$ cat src/rtl/fault_regs.vh
// Register offsets, field positions and codes of the program fault recorder.
// Included by every design file of the recorder; definitions only.
`ifndef FAULT_REGS_VH
`define FAULT_REGS_VH

// Register offsets (16-bit words, addressed at their own offsets)
`define ADDR_STOPPED_TASK 10'h126
`define ADDR_STOP_ADDR_LO 10'h12A
`define ADDR_STOP_ADDR_HI 10'h12B
`define ADDR_FATAL_FLAGS 10'h295
`define ADDR_STATUS 10'h296
`define ADDR_CONTROL 10'h297

// Fatal flag word bit positions
`define BIT_INSTR_FATAL 8
`define BIT_BCD_FATAL 9
`define BIT_ACCESS_FATAL 10
`define BIT_NO_END 11
`define BIT_TASK_ERR 12
`define BIT_DIFF_OVF 13
`define BIT_ILLEGAL_INSTR 14
`define BIT_UM_OVF 15

// Status word bit positions
`define BIT_INSTR_ERR 0
`define BIT_ACCESS_ERR 1
`define BIT_STOPPED 2
`define BIT_CYCLIC_IDLE 3

// Control word bit positions
`define BIT_STOP_ON_ERR 0
`define BIT_CLEAR 1
`define CONTROL_RESET 16'h0000

// Stopped-task word codes
`define TASK_NONE 16'hFFFF
`define TASK_INT_BASE 16'h8000
`define TASK_CYC_BASE 16'h0000
`define CYC_TASK_BITS 5
`define INT_TASK_BITS 8

// Stop address for a task execution error, and reset values
`define ADDR_TASK_ERR 32'hFFFFFFFF
`define ADDR_RESET 32'h00000000
`define TASK_WORD_RESET 16'h0000

// Differentiated edit limit
`define DIFF_LIMIT 18'h1FFFF

`endif

$ cat src/rtl/task_word_encoder.v
// Encodes the running task identity into the stopped-task word.
// Assumes the task number is held stable by the recorder's task register.
`timescale 1ns/1ps
`default_nettype none
`include "fault_regs.vh"
module task_word_encoder (
  input wire cyclic_idle_i, // No cyclic task active this cycle
  input wire is_interrupt_i, // Running task is an interrupt task
  input wire [7:0] task_num_i, // Running task number
  output reg [15:0] word_o // Encoded task word
);
  // Idle beats type, since nothing could have run
  always @*
  begin
    if (cyclic_idle_i)
      word_o = `TASK_NONE;
    else if (is_interrupt_i)
      word_o = `TASK_INT_BASE | {8'h00, task_num_i[`INT_TASK_BITS-1:0]};
    else
      word_o = `TASK_CYC_BASE | {11'h000, task_num_i[`CYC_TASK_BITS-1:0]};
  end
endmodule
`default_nettype wire

$ cat src/rtl/diff_edit_counter.v
// Counts differentiated instructions inserted or deleted during online editing.
// Assumes one pulse per edited instruction and a restart pulse per edit session.
`timescale 1ns/1ps
`default_nettype none
`include "fault_regs.vh"
module diff_edit_counter #(
  parameter WIDTH = 18,
  parameter [WIDTH-1:0] LIMIT = `DIFF_LIMIT
) (
  input wire clk_i, // System clock
  input wire reset_n_i, // Asynchronous reset, active low
  input wire restart_i, // New edit session, count from zero
  input wire edit_i, // One differentiated instruction edited
  output reg overflow_o // Count passed the limit
);
  reg [WIDTH-1:0] count;

  // Count saturates at the limit so it never wraps back under it
  always @(posedge clk_i or negedge reset_n_i)
  begin
    if (!reset_n_i)
    begin
      count <= {WIDTH{1'b0}};
      overflow_o <= 1'b0;
    end
    else if (restart_i)
    begin
      count <= {WIDTH{1'b0}};
      overflow_o <= 1'b0;
    end
    else if (edit_i)
    begin
      if (count == LIMIT)
        overflow_o <= 1'b1;
      else
        count <= count + {{(WIDTH-1){1'b0}}, 1'b1};
    end
  end
endmodule
`default_nettype wire

$ cat src/rtl/program_fault_recorder.v
// Program fault recorder: captures task, address and cause of fatal
// program errors. Assumes the execution sequencer drives one-cycle event
// pulses synchronous to MCLK_I and halts while STOP_O is high.
`timescale 1ns/1ps
`default_nettype none
`include "fault_regs.vh"
module program_fault_recorder #(
  parameter ADDR_W = 32,
  parameter DIFF_W = 18
) (
  input wire MCLK_I, // System clock, 100 MHz
  input wire RESET_N_I, // Asynchronous reset, active low
  input wire [9:0] REG_ADDR_I, // Register address
  input wire [15:0] REG_WDATA_I, // Register write data
  input wire REG_WR_I, // Register write strobe
  input wire REG_RD_I, // Register read strobe
  output reg [15:0] REG_RDATA_O, // Read data, cycle after strobe
  input wire TASK_START_I, // Pulse: a task begins running
  input wire TASK_IS_INT_I, // Started task is an interrupt task
  input wire [7:0] TASK_NUM_I, // Started task number
  input wire CYCLIC_IDLE_I, // Level: no cyclic task active this cycle
  input wire [ADDR_W-1:0] PROG_ADDR_I, // Current program address
  input wire [ADDR_W-1:0] END_ADDR_I, // Address where end was expected
  input wire NO_END_I, // Pulse: program has no end instruction
  input wire NO_TASK_READY_I, // Pulse: no task ready in the cycle
  input wire NO_PROGRAM_I, // Pulse: task has no program allocated
  input wire NO_INT_TASK_I, // Pulse: interrupt task number absent
  input wire OPERAND_ERR_I, // Pulse: wrong operand data
  input wire INSTR_DONE_I, // Pulse: instruction completed normally
  input wire INSTR_IS_INPUT_I, // Completed instruction is an input one
  input wire PARAM_ACCESS_I, // Pulse: parameter area read or write
  input wire UNMOUNTED_WR_I, // Pulse: write to unmounted memory
  input wire FILE_MEM_WR_I, // Pulse: write to file-memory extended area
  input wire READ_ONLY_WR_I, // Pulse: write to read-only area
  input wire INDIRECT_NONBCD_I, // Pulse: non-BCD indirect value, BCD mode
  input wire EDIT_RESTART_I, // Pulse: online edit session starts
  input wire DIFF_EDIT_I, // Pulse: differentiated instruction edited
  input wire FETCH_OVER_I, // Pulse: fetch beyond program storage
  input wire ILLEGAL_INSTR_I, // Pulse: unexecutable instruction
  output wire STOP_O, // Level: CPU halted by program error
  output wire INSTR_ERR_O, // Level: instruction error flag
  output wire ACCESS_ERR_O // Level: access fault flag
);
  reg [15:0] stopped_task_word;
  reg [ADDR_W-1:0] stop_address;
  reg [15:0] fatal_flags;
  reg [15:0] control;
  reg stopped;
  reg instruction_error_flag;
  reg access_fault_flag;
  reg task_is_int;
  reg [7:0] task_num;
  reg [15:0] next_fatal_flags;
  reg next_stopped;
  reg [15:0] rdata;
  wire [15:0] task_word;
  wire diff_ovf;
  wire stop_on_err;
  wire sw_clear;
  wire any_access;
  wire task_err;
  wire fatal_now;
  wire capture;

  assign stop_on_err = control[`BIT_STOP_ON_ERR];
  assign sw_clear = REG_WR_I && (REG_ADDR_I == `ADDR_CONTROL) && REG_WDATA_I[`BIT_CLEAR];

  // Illegal access classes, the non-BCD indirect value among them
  assign any_access = PARAM_ACCESS_I | UNMOUNTED_WR_I | FILE_MEM_WR_I
    | READ_ONLY_WR_I | INDIRECT_NONBCD_I;
  // Three causes of a task execution error
  assign task_err = NO_TASK_READY_I | NO_PROGRAM_I | NO_INT_TASK_I;

  assign STOP_O = stopped;
  assign INSTR_ERR_O = instruction_error_flag;
  assign ACCESS_ERR_O = access_fault_flag;

  task_word_encoder u_task_word (
    .cyclic_idle_i(CYCLIC_IDLE_I),
    .is_interrupt_i(task_is_int),
    .task_num_i(task_num),
    .word_o(task_word)
  );

  diff_edit_counter #(
    .WIDTH(DIFF_W)
  ) u_diff_count (
    .clk_i(MCLK_I),
    .reset_n_i(RESET_N_I),
    .restart_i(EDIT_RESTART_I),
    .edit_i(DIFF_EDIT_I),
    .overflow_o(diff_ovf)
  );

  // Remember which task runs so a later stop can report it
  always @(posedge MCLK_I or negedge RESET_N_I)
  begin
    if (!RESET_N_I)
    begin
      task_is_int <= 1'b0;
      task_num <= 8'h00;
    end
    else if (TASK_START_I)
    begin
      task_is_int <= TASK_IS_INT_I;
      task_num <= TASK_NUM_I;
    end
  end

  // Fatal causes for this cycle; the sequencer halts on STOP_O
  always @*
  begin
    next_fatal_flags = sw_clear ? 16'h0000 : fatal_flags;
    if (NO_END_I)
      next_fatal_flags[`BIT_NO_END] = 1'b1;
    if (task_err)
      next_fatal_flags[`BIT_TASK_ERR] = 1'b1;
    if (OPERAND_ERR_I && stop_on_err)
      next_fatal_flags[`BIT_INSTR_FATAL] = 1'b1;
    if (any_access && stop_on_err)
      next_fatal_flags[`BIT_ACCESS_FATAL] = 1'b1;
    if (INDIRECT_NONBCD_I && stop_on_err)
      next_fatal_flags[`BIT_BCD_FATAL] = 1'b1;
    if (diff_ovf)
      next_fatal_flags[`BIT_DIFF_OVF] = 1'b1;
    if (FETCH_OVER_I)
      next_fatal_flags[`BIT_UM_OVF] = 1'b1;
    if (ILLEGAL_INSTR_I)
      next_fatal_flags[`BIT_ILLEGAL_INSTR] = 1'b1;
    next_stopped = |next_fatal_flags;
  end

  // In continue mode operand and access errors never reach the stop path
  assign fatal_now = NO_END_I | task_err | FETCH_OVER_I | ILLEGAL_INSTR_I
    | (diff_ovf & ~fatal_flags[`BIT_DIFF_OVF])
    | (stop_on_err & (OPERAND_ERR_I | any_access));
  // Only the first stop is captured; later events leave the record alone unless they fall in a clear cycle
  assign capture = fatal_now && (!stopped || sw_clear);

  // Fatal flags and halt; a new event in the clear cycle wins
  always @(posedge MCLK_I or negedge RESET_N_I)
  begin
    if (!RESET_N_I)
    begin
      fatal_flags <= 16'h0000;
      stopped <= 1'b0;
    end
    else
    begin
      fatal_flags <= next_fatal_flags;
      stopped <= next_stopped;
    end
  end

  // Capture task word and program address at the stopping point
  always @(posedge MCLK_I or negedge RESET_N_I)
  begin
    if (!RESET_N_I)
    begin
      stopped_task_word <= `TASK_WORD_RESET;
      stop_address <= `ADDR_RESET;
    end
    else if (capture)
    begin
      stopped_task_word <= task_word;
      if (task_err)
        stop_address <= `ADDR_TASK_ERR;
      else if (NO_END_I)
        stop_address <= END_ADDR_I;
      else
        stop_address <= PROG_ADDR_I;
    end
  end

  // Instruction error flag: set wins over a normal completion
  always @(posedge MCLK_I or negedge RESET_N_I)
  begin
    if (!RESET_N_I)
      instruction_error_flag <= 1'b0;
    else if (OPERAND_ERR_I)
      instruction_error_flag <= 1'b1;
    else if (INSTR_DONE_I && !INSTR_IS_INPUT_I)
      instruction_error_flag <= 1'b0;
    else if (sw_clear)
      instruction_error_flag <= 1'b0;
  end

  // Access fault flag survives task end; only software clears it
  always @(posedge MCLK_I or negedge RESET_N_I)
  begin
    if (!RESET_N_I)
      access_fault_flag <= 1'b0;
    else if (any_access)
      access_fault_flag <= 1'b1;
    else if (sw_clear)
      access_fault_flag <= 1'b0;
  end

  // Control register; the clear bit is a command and is not stored
  always @(posedge MCLK_I or negedge RESET_N_I)
  begin
    if (!RESET_N_I)
      control <= `CONTROL_RESET;
    else if (REG_WR_I && (REG_ADDR_I == `ADDR_CONTROL))
      control <= {15'h0000, REG_WDATA_I[`BIT_STOP_ON_ERR]};
  end

  // Read mux; unmapped addresses read as zero
  always @*
  begin
    case (REG_ADDR_I)
      `ADDR_STOPPED_TASK: rdata = stopped_task_word;
      `ADDR_STOP_ADDR_LO: rdata = stop_address[15:0];
      `ADDR_STOP_ADDR_HI: rdata = stop_address[31:16];
      `ADDR_FATAL_FLAGS: rdata = fatal_flags;
      `ADDR_STATUS: rdata = {12'h000, CYCLIC_IDLE_I, stopped,
        access_fault_flag, instruction_error_flag};
      `ADDR_CONTROL: rdata = control;
      default: rdata = 16'h0000;
    endcase
  end

  // Read data stands only in the cycle after the strobe
  always @(posedge MCLK_I or negedge RESET_N_I)
  begin
    if (!RESET_N_I)
      REG_RDATA_O <= 16'h0000;
    else if (REG_RD_I)
      REG_RDATA_O <= rdata;
    else
      REG_RDATA_O <= 16'h0000;
  end
endmodule
`default_nettype wire

$ cat config.mk
export PLATFORM = sky130hd
export DESIGN_NAME = program_fault_recorder
export DESIGN_NICKNAME = d
export VERILOG_FILES = /design/src/rtl/task_word_encoder.v /design/src/rtl/diff_edit_counter.v /design/src/rtl/program_fault_recorder.v
export VERILOG_INCLUDE_DIRS = /design/src /design/src/rtl
export SDC_FILE = /design/constraint.sdc
export NUM_CORES = 1
export LEC_CHECK = 0
export BUFFER_PORTS_ARGS = -buffer_cell sky130_fd_sc_hd__clkbuf_2
export CELL_PAD_IN_SITES_DETAIL_PLACEMENT = 1
export CELL_PAD_IN_SITES_GLOBAL_PLACEMENT = 1
export CORE_MARGIN = 2
export CORE_UTILIZATION = 40
export CTS_CLUSTER_SIZE = 10
export DETAILED_ROUTE_END_ITERATION = 16
export PLACE_DENSITY_LB_ADDON = 0.1
export SYNTH_ARGS = -nofsm -noshare
export SYNTH_HDL_FRONTEND = slang
export SYNTH_SLANG_ARGS = --single-unit
export TNS_END_PERCENT = 20
$ cat constraint.sdc
create_clock -name MCLK_I -period 2.1 [get_ports MCLK_I]
set_input_delay 0.42 -clock MCLK_I [delete_from_list [all_inputs] [get_ports MCLK_I]]
set_output_delay 0.42 -clock MCLK_I [all_outputs]
set_load 0.05 [all_outputs]
==> impl_metrics.toml <==
[pwr]
p_leak_uw = 0.00287
power_uw = 4230
peakVddDrop_uv = 356
power.density_mw_per_mm2 = 636

[place]
place.gp.congestion = 0.843
dp_cells = 774
io_buffers = 125
dp_slack_ps = -165
hpwl_um = 10800

[yosys]
async_flop_share_pct = 100
ys_warn_count = 0
syn_avg_cell_area_um2 = 11.3
yosys_register_bits = 106
yosys.area.top_type = "dfrtp_1"
synth_top_cell_area_share_pct = 50.5
ys.flop_type = "dfrtp_1"
synth.area.top_cells = "dfrtp_1, mux2i_1, mux2_1"
synth_edf_count = 0
synth_cell_type_count = 49
syn_area_mm2 = 0.00525
syn_nets = 586
yosysSeqAreaShare_pct = 50.5
syn-instance-count = 464

[global_route]
antenna_found_initial = 0
track_usage_pct = 21.0
grt_pass1_wl_um = 23300
grt_max_degree = 54
grt-ovfl-total = 0
grt_pass1_vias = 4520

[critical_path]
worst-path-max-fanout = 5
crit_arrival_ps = 2240
critPathKind = "flop to flop"
reg2reg_to = "u_diff_count.count[14]$_DFFE_PN0P_"
ff2ff_path_depth = 5
crit_end = "u_diff_count.count[14]$_DFFE_PN0P_"
r2r-start = "u_diff_count.count[0]$_DFFE_PN0P_"
ff2ff_setup_slack_ps = 130
startpoint = "u_diff_count.count[0]$_DFFE_PN0P_"
cp.required_ps = 2370
start_kind = "flop"
endpoint_kind = "flop"

[sta]
setup_violations = 0
fin_skew_ps = 8.36
max_slew_margin_pct = 63.2
max_freq_ghz = 0.507
fin_crit_sh_pct = 93.9
final.setup.worst_slack_ps = 128
worst_pin_slew_ps = 552
hold_viol = 0
rsz0062_at_grt = "true"
finalMaxSlewViolations = 0
min_period_ps = 1970

[clock_network]
clk_pin_slew_ps = 70
post_cts_buffers = 0
numCtsBuffers = 9
cts_root_buffer = "clkbuf_16"
cts_tree = "yes"
cts_sinks = 106
clk-insertion-delay-late_ps = 350
clock_path_buffers = 2
h-tree-depth = 3

[finish]
nets = 736
fillCellCount = 1452
finalNonFillerCells = 791
multi_input_area_mm2 = 0.00243
drive_gt1_share_pct = 34.7
final_core_util_pct = 52.3
n_antenna_cell = 0
area_delta_synth_final_pct = 26.8
seqCellArea_mm2 = 0.00265

[floorplanning]
die_height_um = 119
start_util_pct = 41.2
fp-row-count = 41
core_region_area_mm2 = 0.0127
die_width_um = 119
io_pins = 140
die_area_mm2 = 0.0141

[routing]
ant_nets = 0
drc = 0
wire_per_inst_um = 17.8
num_vias = 4233
wirelength_um = 14000
firstDrtPassIters = 4
via_per_inst = 5.35
drtIter0Drc = 195

[run]
drv_cap = 0

[worst_hold_path]
hold_path.class = "primary input to flop"

[outcome]
outcome = "completed"
[where the power goes]
part / internal [uW] / switching (uW)
Clock: 966 / 732
Sequential: 2100 / 45.5
Combinational: 189 / 196
[flip-flops by register name, summed over array words and instances (netlist names)]
| register | cells |
|---|---|
| ACCESS_ERR_O | 1 |
| INSTR_ERR_O | 1 |
| REG_RDATA_O | 16 |
| STOP_O | 1 |
| control | 1 |
| fatal_flags | 16 |
| stop_address | 32 |
| stopped_task_word | 10 |
| task_is_int | 1 |
| task_num | 8 |
| u_diff_count.count | 18 |
| u_diff_count.overflow_o | 1 |
[area by class of cell]
cell class                 instances  share of cell area (%)
clock buffer                      15                    4.48
clock inverter                     1                  0.0752
inverter                          13                   0.733
multi-input combinational        319                    36.5
sequential                       106                    39.9
tap                              172                    3.23
timing repair buffer             165                    15.1
[metal layers]
layer	global-route usage, %	wire, um	up-vias
li1	-	-	1999
met1	27.9	6290	2111
met2	34.9	6900	113
met3	5.41	718	10
met4	4.32	137	0
met5	0	0	-
[cells in the final DEF (no fill, tap or decap), drive strengths merged, types with 7 or more instances in the layout]
cell	n
nor2b	9
mux2i	42
nor2	22
nand2	54
a222oi	16
mux2	51
a21oi	29
dfrtp	106
nand2b	7
inv	13
buf	40
nor4	9
nand4	10
and2	8
clkbuf	139
[critical path: stages (launching register included)]
cell and delay (ps):
dfrtp_1 410, ha_1 210, nand4_1 200, or3_1 420
or4_1 480, a21oi_1 170
[what timing repair did]
item,4_1_cts,5_1_grt
endpoints found under the setup margin,0,2
hold endpoints to repair,20,0
gates resized for setup,0,1
hold buffers,1,0
[through the flow]
stage          setup TNS [ps]  hold slack [ps]  instance area [um^2]
3_5_place_dp            -6290              338                  6340
6_report                    0              279                  6650
5_1_grt                 -7.31              281                  6650
3_3_place_gp            -4860              333                  6340
4_1_cts                     0              263                  6650
2_1_floorplan               0              124                  5250
[synth_stat cells, types with 3 or more instances]
cell      count
dfrtp_1     106
nand2_1      54
mux2i_1      42
mux2_1       37
nor2_1       22
a21oi_1      19
a222oi_1     16
clkbuf_1     15
mux2_2       14
inv_1        13
a21oi_2      10
nand4_1      10
nor2b_1       9
and2_1        8
buf_4         7
nand2b_1      7
a22o_1        6
or4_1         6
nor4_1        5
or3_1         5
a21o_1        4
nand3_1       4
nor3_1        4
o31ai_1       4
or2_2         3
[kinds of logic (layout without fill, tap and decap cells)]
kind of cell | count (synthesis) | in the layout | share of synthesized area (%)
multiplexers | 93 | 93 | 19.0
AND/OR/NAND/NOR | 148 | 148 | 15.2
buffers and inverters | 39 | 194 | 3.48
AO/OA/AOI/OAI | 77 | 77 | 11.6
adder cells (fa/ha/maj) | 1 | 1 | 0.238
flip-flops | 106 | 106 | 50.5
[worst min path at each step]
stage,start,end,cells after the start
floorplan,RESET_N_I,ACCESS_ERR_O$_DFFE_PN0P_,0
global placement,RESET_N_I,REG_RDATA_O[13]$_DFF_PN0_,1
detailed placement,RESET_N_I,stop_address[12]$_DFFE_PN0P_,1
CTS,FETCH_OVER_I,fatal_flags[15]$_DFF_PN0_,2
global route,ILLEGAL_INSTR_I,fatal_flags[14]$_DFF_PN0_,2
finish,FETCH_OVER_I,fatal_flags[15]$_DFF_PN0_,2
(Power assumes the default switching activity.)
